--- config.mk ---
export PLATFORM = sky130hd
export DESIGN_NAME = hpoc_top
export DESIGN_NICKNAME = d
export VERILOG_FILES = /design/src/hpoc_pkg.sv /design/src/hpoc_buf.sv /design/src/hpoc_top.sv
export SDC_FILE = /design/constraint.sdc
export NUM_CORES = 1
export LEC_CHECK = 0
export CAP_MARGIN = 20
export CORE_MARGIN = 4
export CORE_UTILIZATION = 65
export DETAILED_ROUTE_END_ITERATION = 8
export DONT_BUFFER_PORTS = 1
export GPL_TIMING_DRIVEN = 0
export PLACE_DENSITY = 0.81
export SYNTH_ARGS = -nofsm -noshare
export SYNTH_HDL_FRONTEND = slang
export SYNTH_SLANG_ARGS = --single-unit
--- constraint.sdc ---
create_clock -name SYS_CLK_IN -period 7.8 [get_ports SYS_CLK_IN]
set_clock_uncertainty 0.2 [all_clocks]
set_input_delay 0.78 -clock SYS_CLK_IN [delete_from_list [all_inputs] [get_ports SYS_CLK_IN]]
set_output_delay 0.78 -clock SYS_CLK_IN [all_outputs]
set_load 0.1 [all_outputs]
--- src/hpoc_pkg.sv ---
package hpoc_pkg;
  // ----------------------------------------
  // Host port
  // ----------------------------------------
  localparam int ADDR_W = 11;
  localparam int DATA_W = 8;
  localparam logic [10:0] CTRL_ADDR = 11'h000;
  localparam logic [10:0] IRQ_FIFO_ADDR = 11'h001;
  localparam logic [7:0] CTRL_RST = 8'h00;
  localparam int CTRL_ODE_BIT = 6;
  localparam int FIFO_VALID_BIT = 7;
  localparam logic [7:0] EMPTY_READ = 8'h00;
  // ----------------------------------------
  // Interrupt buffer
  // ----------------------------------------
  localparam int CHAN_W = 5;
  localparam int IRQ_BUF_DEPTH = 2;
  // ----------------------------------------
  // Serial streams
  // ----------------------------------------
  localparam int C4_FREQ_KHZ = 4096;
  localparam int BIT_RATE_KBPS = 2048;
  localparam int C4_PER_BIT = C4_FREQ_KHZ / BIT_RATE_KBPS;
  localparam int CHANNELS = 32;
  localparam int BITS_PER_CH = 8;
  localparam int C4_PER_FRAME = CHANNELS * BITS_PER_CH * C4_PER_BIT;
  localparam int C4_CNT_W = $clog2(C4_PER_FRAME);
  localparam int FMT_STABLE_EDGES = 8;
  // ----------------------------------------
  // Synchroniser reset image: strobes and frame pulse idle high
  // ----------------------------------------
  localparam logic [7:0] SYNC_RST = 8'h23;
  typedef enum logic [1:0] {HS_IDLE, HS_DATA, HS_ACK} hpoc_host_st_t;
endpackage

--- src/hpoc_buf.sv ---
`timescale 1ns/1ps
module hpoc_buf #(
  parameter int WIDTH = 5,
  parameter int DEPTH = 2
) (
  // Clock and reset
  input wire logic clk_in,
  input wire logic rst_n_in,
  // Fill side
  input wire logic in_valid_in,
  input wire logic [WIDTH-1:0] in_data_in,
  output logic in_ready_out,
  // Drain side
  output logic out_valid_out,
  output logic [WIDTH-1:0] out_data_out,
  input wire logic out_ready_in,
  // Fill level
  output logic [$clog2(DEPTH):0] level_out
);
  localparam int PW = $clog2(DEPTH);
  logic [WIDTH-1:0] mem_q [DEPTH];
  logic [WIDTH-1:0] mem_d [DEPTH];
  logic [PW-1:0] wr_q, wr_d, rd_q, rd_d;
  logic [PW:0] cnt_q, cnt_d;
  logic push, pop;

  function automatic logic [PW-1:0] ptr_next(input logic [PW-1:0] p);
    ptr_next = (p == PW'(DEPTH - 1)) ? '0 : p + 1'b1;
  endfunction

  assign in_ready_out = (cnt_q != (PW+1)'(DEPTH));
  assign out_valid_out = (cnt_q != '0);
  assign out_data_out = mem_q[rd_q];
  assign level_out = cnt_q;
  assign push = in_valid_in & in_ready_out;
  assign pop = out_valid_out & out_ready_in;

  always_comb begin
    mem_d = mem_q;
    wr_d = wr_q;
    rd_d = rd_q;
    cnt_d = cnt_q;
    if (push) begin
      mem_d[wr_q] = in_data_in;
      wr_d = ptr_next(wr_q);
    end
    if (pop) begin
      rd_d = ptr_next(rd_q);
    end
    if (push && !pop) begin
      cnt_d = cnt_q + 1'b1;
    end else if (pop && !push) begin
      cnt_d = cnt_q - 1'b1;
    end
  end

  always_ff @(posedge clk_in or negedge rst_n_in) begin
    if (!rst_n_in) begin
      for (int i = 0; i < DEPTH; i++) begin
        mem_q[i] <= '0;
      end
      wr_q <= '0;
      rd_q <= '0;
      cnt_q <= '0;
    end else begin
      mem_q <= mem_d;
      wr_q <= wr_d;
      rd_q <= rd_d;
      cnt_q <= cnt_d;
    end
  end
endmodule

--- src/hpoc_top.sv ---
`timescale 1ns/1ps
// How it works
// [RQ1] The interrupt request pin is pulled low while any channel event waits in the buffer.
// [RQ2] The interrupt request pin is released only after the host has read every waiting entry.
// [RQ3] The host must assert chip select to open the port before any register access.
// [RQ4] An access starts only while data strobe and chip select are both low together.
// [RQ5] The read/write input makes the port drive the data bus on a read and sample it on a write.
// [RQ6] The transfer acknowledge pin is pulled low once the data of the access is settled.
// [RQ7] Register data moves over one eight-bit two-way data bus.
// [RQ8] Eleven address lines select the register of each access.
// [RQ9] The drive enable pin is ANDed with bit 6 of the main control register.
// [RQ10] Both serial outputs drive only when pin and bit are high, else both float.
// [RQ11] The port 1 send output carries a 2.048 Mbps stream of 32 channels per frame.
// [RQ12] The port 2 receive output carries a 2.048 Mbps stream of 32 channels per frame.
// [RQ13] The port 2 send input takes a 2.048 Mbps stream of 32 channels per frame.
// [RQ14] The port 1 receive input takes a 2.048 Mbps stream of 32 channels per frame.
// [RQ15] The system supplies the 4.096 MHz shift clock used by all four streams.
// [RQ16] The frame pulse polarity is found automatically from its idle level.
// [RQ17] Acknowledge and data drive are released as soon as strobe or select goes high.
module hpoc_top (
  // Clock and reset
  input wire logic SYS_CLK_IN,
  input wire logic NRST_IN,
  // Host port
  input wire logic HOST_CS_N_IN,
  input wire logic DATA_STROBE_N_IN,
  input wire logic HOST_RW_IN,
  input wire logic [10:0] HOST_ADDRESS_BUS_IN,
  input wire logic [7:0] HOST_DATA_BUS_IN,
  output logic [7:0] HOST_DATA_BUS_OUT,
  output logic HOST_DATA_BUS_OE_N_OUT,
  output logic TRANSFER_ACK_N_OUT,
  output logic TRANSFER_ACK_OE_N_OUT,
  // Interrupts from the channels
  input wire logic EVT_VALID_IN,
  input wire logic [4:0] EVT_CHAN_IN,
  output logic EVT_READY_OUT,
  output logic IRQ_N_OUT,
  output logic IRQ_OE_N_OUT,
  // Serial streams
  input wire logic OUTPUT_DRIVE_ENABLE_IN,
  input wire logic SERIAL_SHIFT_CLOCK_IN,
  input wire logic FRAME_PULSE_IN,
  input wire logic RECV_DATA_IN,
  input wire logic SEND_DATA_IN,
  output logic SEND_DATA_OUT,
  output logic SEND_DATA_OE_N_OUT,
  output logic RECV_DATA_OUT,
  output logic RECV_DATA_OE_N_OUT
);
  localparam int I_CS = 0;
  localparam int I_DS = 1;
  localparam int I_RW = 2;
  localparam int I_ODE = 3;
  localparam int I_C4 = 4;
  localparam int I_FP = 5;
  localparam int I_RIN = 6;
  localparam int I_SIN = 7;
  localparam logic [hpoc_pkg::C4_CNT_W-1:0] C4_LAST =
    hpoc_pkg::C4_CNT_W'(hpoc_pkg::C4_PER_FRAME - 1);
  localparam logic [3:0] FMT_LAST = 4'(hpoc_pkg::FMT_STABLE_EDGES - 1);

  // ----------------------------------------
  // Reset release
  // ----------------------------------------
  logic [1:0] rst_q;
  logic rst_n;
  always_ff @(posedge SYS_CLK_IN or negedge NRST_IN) begin
    if (!NRST_IN) begin
      rst_q <= 2'h0;
    end else begin
      rst_q <= {rst_q[0], 1'b1};
    end
  end
  assign rst_n = rst_q[1];

  // ----------------------------------------
  // Pin synchronisers
  // ----------------------------------------
  // A change counts once stages two and three agree, which filters single-sample glitches
  logic [7:0] s1_q, s2_q, s3_q, flt_q;
  logic [7:0] s1_d, s2_d, s3_d, flt_d;
  always_comb begin
    s1_d = {SEND_DATA_IN, RECV_DATA_IN, FRAME_PULSE_IN, SERIAL_SHIFT_CLOCK_IN,
            OUTPUT_DRIVE_ENABLE_IN, HOST_RW_IN, DATA_STROBE_N_IN, HOST_CS_N_IN};
    s2_d = s1_q;
    s3_d = s2_q;
    flt_d = (s2_q & ~(s2_q ^ s3_q)) | (flt_q & (s2_q ^ s3_q));
  end
  always_ff @(posedge SYS_CLK_IN or negedge rst_n) begin
    if (!rst_n) begin
      s1_q <= hpoc_pkg::SYNC_RST;
      s2_q <= hpoc_pkg::SYNC_RST;
      s3_q <= hpoc_pkg::SYNC_RST;
      flt_q <= hpoc_pkg::SYNC_RST;
    end else begin
      s1_q <= s1_d;
      s2_q <= s2_d;
      s3_q <= s3_d;
      flt_q <= flt_d;
    end
  end

  // ----------------------------------------
  // Interrupt buffer
  // ----------------------------------------
  logic buf_in_valid, buf_in_ready, buf_out_valid, buf_pop;
  logic [hpoc_pkg::CHAN_W-1:0] buf_out_chan;
  logic [$clog2(hpoc_pkg::IRQ_BUF_DEPTH):0] buf_level, lvl_next;
  logic evt_ready_q, evt_ready_d, irq_oe_n_q, irq_oe_n_d;

  assign buf_in_valid = EVT_VALID_IN & evt_ready_q;
  hpoc_buf #(.WIDTH(hpoc_pkg::CHAN_W), .DEPTH(hpoc_pkg::IRQ_BUF_DEPTH)) u_irq_buf (
    .clk_in(SYS_CLK_IN),
    .rst_n_in(rst_n),
    .in_valid_in(buf_in_valid),
    .in_data_in(EVT_CHAN_IN),
    .in_ready_out(buf_in_ready),
    .out_valid_out(buf_out_valid),
    .out_data_out(buf_out_chan),
    .out_ready_in(buf_pop),
    .level_out(buf_level)
  );

  always_comb begin
    lvl_next = buf_level + (buf_in_valid & buf_in_ready) - (buf_pop & buf_out_valid);
    // Ready is registered, so it looks one word ahead to never offer a full buffer
    evt_ready_d = (lvl_next < ($clog2(hpoc_pkg::IRQ_BUF_DEPTH)+1)'(hpoc_pkg::IRQ_BUF_DEPTH));
    irq_oe_n_d = !buf_out_valid; // [RQ1] [RQ2]
  end
  always_ff @(posedge SYS_CLK_IN or negedge rst_n) begin
    if (!rst_n) begin
      evt_ready_q <= 1'b0;
      irq_oe_n_q <= 1'b1;
    end else begin
      evt_ready_q <= evt_ready_d;
      irq_oe_n_q <= irq_oe_n_d;
    end
  end

  // ----------------------------------------
  // Host port
  // ----------------------------------------
  hpoc_pkg::hpoc_host_st_t st_q, st_d;
  logic [7:0] ctrl_q, ctrl_d, rdata_q, rdata_d;
  logic data_oe_n_q, data_oe_n_d, ack_oe_n_q, ack_oe_n_d;
  logic sel, is_read;

  // Address and data are not synchronised: the host holds them stable around the strobe
  assign sel = !flt_q[I_CS] && !flt_q[I_DS]; // [RQ3] [RQ4]
  assign is_read = flt_q[I_RW];
  assign buf_pop = (st_q == hpoc_pkg::HS_IDLE) && sel && is_read &&
                   (HOST_ADDRESS_BUS_IN == hpoc_pkg::IRQ_FIFO_ADDR); // [RQ2] [RQ8]

  always_comb begin
    st_d = st_q;
    ctrl_d = ctrl_q;
    rdata_d = rdata_q;
    data_oe_n_d = data_oe_n_q;
    ack_oe_n_d = ack_oe_n_q;
    case (st_q)
      hpoc_pkg::HS_IDLE: begin
        if (sel) begin
          st_d = hpoc_pkg::HS_DATA;
          data_oe_n_d = !is_read; // [RQ5] [RQ7]
          rdata_d = hpoc_pkg::EMPTY_READ;
          if (is_read && HOST_ADDRESS_BUS_IN == hpoc_pkg::CTRL_ADDR) begin // [RQ8]
            rdata_d = ctrl_q;
          end else if (buf_pop && buf_out_valid) begin
            rdata_d = 8'(buf_out_chan);
            rdata_d[hpoc_pkg::FIFO_VALID_BIT] = 1'b1;
          end else if (!is_read && HOST_ADDRESS_BUS_IN == hpoc_pkg::CTRL_ADDR) begin
            ctrl_d = HOST_DATA_BUS_IN; // [RQ5]
          end
        end
      end
      hpoc_pkg::HS_DATA: begin
        st_d = hpoc_pkg::HS_ACK;
        ack_oe_n_d = 1'b0; // [RQ6]
      end
      hpoc_pkg::HS_ACK: begin
        if (!sel) begin
          st_d = hpoc_pkg::HS_IDLE;
          ack_oe_n_d = 1'b1; // [RQ17]
          data_oe_n_d = 1'b1;
        end
      end
      default: begin
        st_d = hpoc_pkg::HS_IDLE;
        ack_oe_n_d = 1'b1;
        data_oe_n_d = 1'b1;
      end
    endcase
  end
  always_ff @(posedge SYS_CLK_IN or negedge rst_n) begin
    if (!rst_n) begin
      st_q <= hpoc_pkg::HS_IDLE;
      ctrl_q <= hpoc_pkg::CTRL_RST;
      rdata_q <= hpoc_pkg::EMPTY_READ;
      data_oe_n_q <= 1'b1;
      ack_oe_n_q <= 1'b1;
    end else begin
      st_q <= st_d;
      ctrl_q <= ctrl_d;
      rdata_q <= rdata_d;
      data_oe_n_q <= data_oe_n_d;
      ack_oe_n_q <= ack_oe_n_d;
    end
  end

  // ----------------------------------------
  // Serial streams
  // ----------------------------------------
  logic c4_prev_q, c4_prev_d, fp_last_q, fp_last_d, fp_idle_q, fp_idle_d;
  logic fp_act_q, fp_act_d, rin_s_q, rin_s_d, sin_s_q, sin_s_d;
  logic sout_q, sout_d, rout_q, rout_d, ser_oe_n_q, ser_oe_n_d;
  logic [3:0] fmt_cnt_q, fmt_cnt_d;
  logic [hpoc_pkg::C4_CNT_W-1:0] c4cnt_q, c4cnt_d;
  logic c4_fall, c4_rise, fp_act, frame_start;

  assign c4_fall = c4_prev_q && !flt_q[I_C4]; // [RQ15]
  assign c4_rise = !c4_prev_q && flt_q[I_C4];
  assign fp_act = flt_q[I_FP] ^ fp_idle_q; // [RQ16]
  assign frame_start = c4_fall && fp_act && !fp_act_q;

  always_comb begin
    c4_prev_d = flt_q[I_C4];
    fp_last_d = fp_last_q;
    fp_idle_d = fp_idle_q;
    fp_act_d = fp_act_q;
    fmt_cnt_d = fmt_cnt_q;
    c4cnt_d = c4cnt_q;
    rin_s_d = rin_s_q;
    sin_s_d = sin_s_q;
    sout_d = sout_q;
    rout_d = rout_q;
    ser_oe_n_d = !(flt_q[I_ODE] && ctrl_q[hpoc_pkg::CTRL_ODE_BIT]); // [RQ9] [RQ10]
    if (c4_fall) begin
      // Only the idle level lasts long; the pulse spans at most two clocks
      fp_last_d = flt_q[I_FP];
      fp_act_d = fp_act;
      if (flt_q[I_FP] != fp_last_q) begin
        fmt_cnt_d = 4'h0;
      end else if (fmt_cnt_q != FMT_LAST) begin
        fmt_cnt_d = fmt_cnt_q + 4'h1;
      end else begin
        fp_idle_d = flt_q[I_FP]; // [RQ16]
      end
      if (frame_start) begin
        c4cnt_d = '0;
      end else if (c4cnt_q == C4_LAST) begin
        c4cnt_d = '0; // [RQ11] [RQ12]
      end else begin
        c4cnt_d = c4cnt_q + 1'b1;
      end
      if (!c4cnt_d[0]) begin
        sout_d = sin_s_q; // [RQ11]
        rout_d = rin_s_q; // [RQ12]
      end
    end
    if (c4_rise && c4cnt_q[0]) begin
      rin_s_d = flt_q[I_RIN]; // [RQ14]
      sin_s_d = flt_q[I_SIN]; // [RQ13]
    end
  end
  always_ff @(posedge SYS_CLK_IN or negedge rst_n) begin
    if (!rst_n) begin
      c4_prev_q <= 1'b0;
      fp_last_q <= 1'b1;
      fp_idle_q <= 1'b1;
      fp_act_q <= 1'b0;
      fmt_cnt_q <= 4'h0;
      c4cnt_q <= '0;
      rin_s_q <= 1'b1;
      sin_s_q <= 1'b1;
      sout_q <= 1'b1;
      rout_q <= 1'b1;
      ser_oe_n_q <= 1'b1;
    end else begin
      c4_prev_q <= c4_prev_d;
      fp_last_q <= fp_last_d;
      fp_idle_q <= fp_idle_d;
      fp_act_q <= fp_act_d;
      fmt_cnt_q <= fmt_cnt_d;
      c4cnt_q <= c4cnt_d;
      rin_s_q <= rin_s_d;
      sin_s_q <= sin_s_d;
      sout_q <= sout_d;
      rout_q <= rout_d;
      ser_oe_n_q <= ser_oe_n_d;
    end
  end

  // ----------------------------------------
  // Outputs
  // ----------------------------------------
  assign HOST_DATA_BUS_OUT = rdata_q;
  assign HOST_DATA_BUS_OE_N_OUT = data_oe_n_q;
  assign TRANSFER_ACK_N_OUT = rst_q[0] & 1'b0;
  assign TRANSFER_ACK_OE_N_OUT = ack_oe_n_q;
  assign EVT_READY_OUT = evt_ready_q;
  assign IRQ_N_OUT = rst_q[0] & 1'b0;
  assign IRQ_OE_N_OUT = irq_oe_n_q;
  assign SEND_DATA_OUT = sout_q;
  assign SEND_DATA_OE_N_OUT = ser_oe_n_q;
  assign RECV_DATA_OUT = rout_q;
  assign RECV_DATA_OE_N_OUT = ser_oe_n_q;
endmodule

### Word level (Yosys, flattened, before mapping)

Cells that the tools add are included.
Widths: inputs -> output; s select.

* bitwise logic cells: 20
* eq/ne operators: 9
* $lt $le $gt $ge: 4
* mux-type cells: 24
* add/sub/neg operators: 8
* reductions and logical operators: 39

Operators with widths (number)
* $mux 9: 3
* $mux 5: 4
* $and 8x8->8: 2
* $logic_and 1x1->1: 16
* $mux 8: 2
* $eq 11x1->1 const B: 1
* $logic_not 11->1: 1
* $bwmux 10: 1
* $logic_not 1->1: 10
* $reduce_and 2->1: 5
* $add 9x1->9 const B: 1
* $eq 9x9->1 const B: 1
* $mux 2: 4
* $mux 4: 2
* $not 8->8: 1
* $or 8x8->8: 1
* $xor 8x8->8: 1
* $not 1->1: 7
* $ne 2x2->1 const B: 3
* $pmux 1 s3: 2
* $pmux 2 s3: 1
* $reduce_and 3->1: 2
* $reduce_bool 2->1: 3
* $and 1x1->1: 5
* other kinds (19): 25

* word-level logic and storage cells: 132
* flip-flop bits (word level): 92
* input bits: 35

### Depth between registers and ports, before layout

* word-level depth: 9
* depth in mapped cells: 8
* depth with buffers taken out: 8

### Cells and area by module

Synthesis repeated with hierarchy kept, for this count alone.

* cells, all modules: 271
* area total of the unflattened synthesis: 3766.1 µm²

By module, submodules not included
* hpoc_top: cells each 226, area an instance 3076.7 µm², times used 1, sequential area each 1979.4 µm²
* hpoc_buf: cells each 45, area an instance 689.4 µm², times used 1, sequential area each 350.3 µm²

### Worst setup path before layout

OpenSTA, ideal clock, no wires.

* kind: input-to-reg
* from: input HOST_ADDRESS_BUS_IN[10]
* to: register u_irq_buf.cnt_q[1] (netlist: u_irq_buf.level_out[1])
* arrival: 2.407 ns
* library setup time: 0.080 ns
* required time: 7.520 ns
* slack: 5.113 ns
* stages: 6
* buffers on the path: 0
* cells stage by stage: nor4_1 nand3_1 or2_2 ha_1 nor2_1 xnor2_1

* longest elaborated chain between the ends: 6
* elaborated cells between the ends (all ways): 8
* classes of those cells: 1 x eq/ne; 1 x mux; 1 x bitwise; 5 x reduce/logical

Ends and longest elaborated chain
* start: declaration: RTL line hpoc_top.sv:28 `input wire logic [10:0] HOST_ADDRESS_BUS_IN,`
* $eq 11x1->1 (*): RTL line hpoc_top.sv:153 `(HOST_ADDRESS_BUS_IN == hpoc_pkg::IRQ_FIFO_ADDR);`
* $logic_and 1x1->1 (*): RTL line hpoc_top.sv:152 `assign buf_pop = (st_q == hpoc_pkg::HS_IDLE) && sel && is_read &&`
* $and 1x1->1 (*): RTL line hpoc_buf.sv:36 `assign pop = out_valid_out & out_ready_in;`
* $logic_not 1->1: RTL line hpoc_buf.sv:50 `if (push && !pop) begin`
* $logic_and 1x1->1: RTL line hpoc_buf.sv:50
* $mux 2 / $reduce_bool 2->1 (equally long branches)
* end signal: assignment: RTL line hpoc_buf.sv:69 `cnt_q <= cnt_d;`
* end: declaration: RTL line hpoc_buf.sv:24 `logic [PW:0] cnt_q, cnt_d;`

Mark *: on every way between the ends. The rest lies on a longest branch, timed or not.
A chain may end at the register's enable or synchronous reset.

### Final worst setup path

* from: register ser_oe_n_q (netlist: RECV_DATA_OE_N_OUT)
* to: output SEND_DATA_OE_N_OUT

RTL lines
* start: declaration: RTL line hpoc_top.sv:216 `logic sout_q, sout_d, rout_q, rout_d, ser_oe_n_q, ser_oe_n_d;`
* start signal: assignment: RTL line hpoc_top.sv:290 `ser_oe_n_q <= ser_oe_n_d;`
* end: declaration: RTL line hpoc_top.sv:47 `output logic SEND_DATA_OE_N_OUT,`

No word-level cell between the ends.

==> flow_summary.yaml <==
drt:
  dr_total_vias: 2048
  firstDrtPassIters: 4
  wl_mm: 6.19
  antenna_left: 0
  via_per_inst: 5.70
  drtIter0Drc: 156
  wire_per_inst_um: 17.2
  drc_errors: 0
sta:
  finalHoldViolCount: 0
  fin_setup_tns_ns: 0
  timing.slew.headroom_pct: 37.3
  max_freq_ghz: 0.386
  grt_setup_unrepaired: "false"
  min_period_over_period_pct: 33.2
  setup_viol: 0
  report.final.slew_viol_count: 0
  worst_pin_slew_ns: 0.940
  period_minus_slack_ns: 2.59
synthesis:
  yosysWarnings: 0
  synth_edf_count: 0
  async_flop_share_pct: 100
  syn_inst: 270
  seq_area_frac_synth_pct: 64.9
  syn_area_um2: 3590
  ys_ff_latch: 92
  ys.flop_type: "dfrtp_1"
  syn_avg_cell_area_um2: 13.3
  ys_types: 47
placement:
  numPortBuffers: 0
  dpl_cell_area_um2: 3710
  place.gp.congestion: 0.796
  hpwl_mm: 4.22
die:
  ios: 53
  die_area_um2: 6780
  die_w_um: 82.3
  die_h_um: 82.3
  rows: 26
  coreArea_um2: 5240
  initial_utilization_pct: 68.5
setup_path:
  slowest_stage: "dfstp_2"
  critical_path_required_ns: 6.82
  cp_max_fo: 2
  crit_chain: "buf_4"
  crit_family: "flip-flops"
  cp.buffers_inverters: 1
  ff2ff_path_depth: 7
  startpoint_type: "flop"
  reg2reg_from: "c4cnt_q[0]$_DFFE_PN0N_"
  regToRegEndpoint: "SEND_DATA_OUT$_DFFE_PN1P_"
  arrival_ns: 1.61
  max_stage_delay_ns: 0.87
  path_class: "reg -> out"
  end_kind: "output pin"
  r2r_setup_slack_ns: 5.31
grt:
  grt.overflow.total: 0
  antenna_found_initial: 0
  grt_max_degree: 64
  grt_pass1_vias: 2194
  grtUsageTotal_pct: 20.7
  grt_pass1_wl_mm: 10.3
cts:
  cts_buffers: 9
  htreeDepth: 3
  cts_tree: "done"
  clk_pin_slew_worst_paths_ns: 0.09
  ctsResizeCount: 0
  clockBufferDepth: 2
  tritoncts_num_sinks: 92
  cts_root_buffer: "clkbuf_8"
  clock_insertion_delay_worst_skew_ns: 0.34
pwr:
  p_int_uw: 755
  clock_power_share_pct: 29.8
  total_power_mw: 1.08
  p_leak_nw: 1.75
  switching_share_pct: 30.2
  p_comb_share_pct: 9.2
  p_seq_share_pct: 61.0
  switchingPower_uw: 327
  vdd_drop_max_uv: 184
  power.density_nw_per_um2: 275
finish:
  fin_area_um2: 3930
  drive_above_1_share_pct: 26.0
  n_fill_cell: 342
  num-nets-final: 324
  synthToLayoutAreaGrowth_pct: 9.38
  diodes: 0
flow_run:
  maxCapViolCount: 0
min_path:
  hp-class: "reg -> async"
status:
  status: "finished, final reports clean"
==> power groups by stage <==
stage                     clock [mW]  sequential, mW  combinational [mW]
after global placement             0           0.670              0.0837
final                          0.322           0.660               0.100
after detailed placement           0           0.668              0.0977
after CTS                      0.326           0.660               0.101
after global routing           0.349           0.669               0.112
after floorplan                    0           0.660              0.0750
==> worst reg2reg max path: cells and delay by family (launching register included) <==
| kind | cells | cell delay [ns] |
|---|---|---|
| adders and majority gates | 2 | 0.45 |
| AOI/OAI and AO/OA | 2 | 0.58 |
| DFF | 1 | 0.44 |
| and+or+nand+nor | 2 | 0.38 |
| muxes | 1 | 0.37 |
==> flip-flops by register name, indices dropped and copies added, names as in the netlist, 4 cells and up, named ones only <==
signal / cells
c4cnt_q: 9
s1_q: 8
ctrl_q: 8
u_irq_buf.mem_q: 10
HOST_DATA_BUS_OUT: 8
s3_q: 8
s2_q: 8
fmt_cnt_q: 4
==> placed cells by master, fill, tap and decap left out, drive strengths merged, types with 3 or more instances in the layout <==
cell type	netlist	layout
nand3	4	4
dfstp	22	22
and3	4	4
inv	6	6
xor2	6	6
buf	6	7
nor2	13	13
o21ai	17	17
a22o	4	4
nand4	3	3
ha	5	5
nor2b	3	3
nor3	4	4
mux2i	5	5
nor4	4	4
maj3	8	8
a22oi	5	5
nand2	18	18
mux2	23	23
conb	2	3
a21oi	8	8
clkbuf	5	18
dfrtp	70	70
xnor2	5	5
nand3b	3	3
==> final cells by class <==
type / count / area, µm² / share of cell area [%]
Clock buffer: 13 / 159 / 4.05
Tap cell: 70 / 87.6 / 2.23
Clock inverter: 3 / 45.0 / 1.15
Timing Repair Buffer: 2 / 37.5 / 0.956
Sequential cell: 92 / 2330 / 59.4
Buffer: 11 / 61.3 / 1.56
Inverter: 6 / 22.5 / 0.574
Multi-Input combinational cell: 162 / 1180 / 30.1
==> how the worst max path moves through the flow <==
stage | startpoint | to | slack, ns | cells past startpoint
after global placement | rst_q[1]$_DFF_PN0_ | HOST_DATA_BUS_OUT[4]$_DFFE_PN0N_ | 4.03 | 0
after floorplan | rst_q[1]$_DFF_PN0_ | EVT_READY_OUT$_DFF_PN0_ | 4.89 | 0
after global routing | HOST_ADDRESS_BUS_IN[10] | u_irq_buf.level_out[1]$_DFFE_PN0P_ | 5.04 | 7
after CTS | RECV_DATA_OE_N_OUT$_DFF_PN1_ | SEND_DATA_OE_N_OUT | 5.19 | 1
after detailed placement | HOST_ADDRESS_BUS_IN[10] | u_irq_buf.level_out[1]$_DFFE_PN0P_ | 4.86 | 6
final | RECV_DATA_OE_N_OUT$_DFF_PN1_ | SEND_DATA_OE_N_OUT | 5.21 | 1
==> cell families (layout without fill, tap and decap cells) <==
| group | after synthesis | count (layout) | synth area share [%] |
|---|---|---|---|
| xor gates and xnor gates | 11 | 11 | 2.68 |
| other | 2 | 3 | 0.209 |
| muxes | 28 | 28 | 8.61 |
| and+or+nand+nor | 66 | 66 | 10.1 |
| DFF | 92 | 92 | 64.9 |
| AOI/OAI and AO/OA | 41 | 41 | 7.15 |
| adders and majority gates | 13 | 13 | 3.97 |
| buffers and inverters | 17 | 35 | 2.34 |
==> synth_stat cells (2+ instances only) <==
| master | number | area, µm² |
|---|---|---|
| conb_1 | 2 | 7.51 |
| a21oi_1 | 8 | 40.0 |
| dfstp_2 | 22 | 578 |
| inv_1 | 6 | 22.5 |
| o21ai_0 | 17 | 85.1 |
| clkbuf_1 | 5 | 18.8 |
| ha_1 | 5 | 62.6 |
| nor4_1 | 4 | 25.0 |
| nand2_1 | 18 | 67.6 |
| mux2i_1 | 5 | 50.1 |
| nand4_1 | 3 | 18.8 |
| xor2_1 | 6 | 52.6 |
| xnor2_1 | 5 | 43.8 |
| nand2b_1 | 2 | 12.5 |
| and3_1 | 4 | 25.0 |
| a22oi_1 | 5 | 37.5 |
| nor3_1 | 3 | 15.0 |
| a22o_2 | 2 | 20.0 |
| nand3_1 | 3 | 15.0 |
| maj3_1 | 8 | 80.1 |
| nand3b_1 | 3 | 22.5 |
| nor2_1 | 13 | 48.8 |
| a22o_1 | 2 | 17.5 |
| dfrtp_1 | 70 | 1750 |
| nor2b_1 | 3 | 18.8 |
| mux2_2 | 23 | 259 |
| buf_4 | 3 | 22.5 |
==> repair_timing <==
| action | in CTS | in global routing |
|---|---|---|
| endpoints found under the hold margin | 2 | 0 |
| buffers inserted | 0 | 0 |
| hold buffers | 1 | 0 |
==> stage by stage <==
stage	utilization, %	setup slack (ns)	cells	hold slack [ns]
after floorplan	-	4.89	271	0.131
after global routing	75.0	5.04	359	0.0965
after global placement	70.3	4.03	341	0.131
final	75.0	5.21	359	0.0563
after detailed placement	70.9	4.86	342	0.0607
after CTS	75.0	5.19	359	0.0662
==> routing by layer <==
layer,up-vias,global-route usage [%],wire (µm)
met2,36,34.5,3250
li1,965,-,-
met4,0,10.8,148
met5,-,0,0
met1,1032,24.6,2500
met3,15,5.64,288
Power figures use the tool's default switching activity.
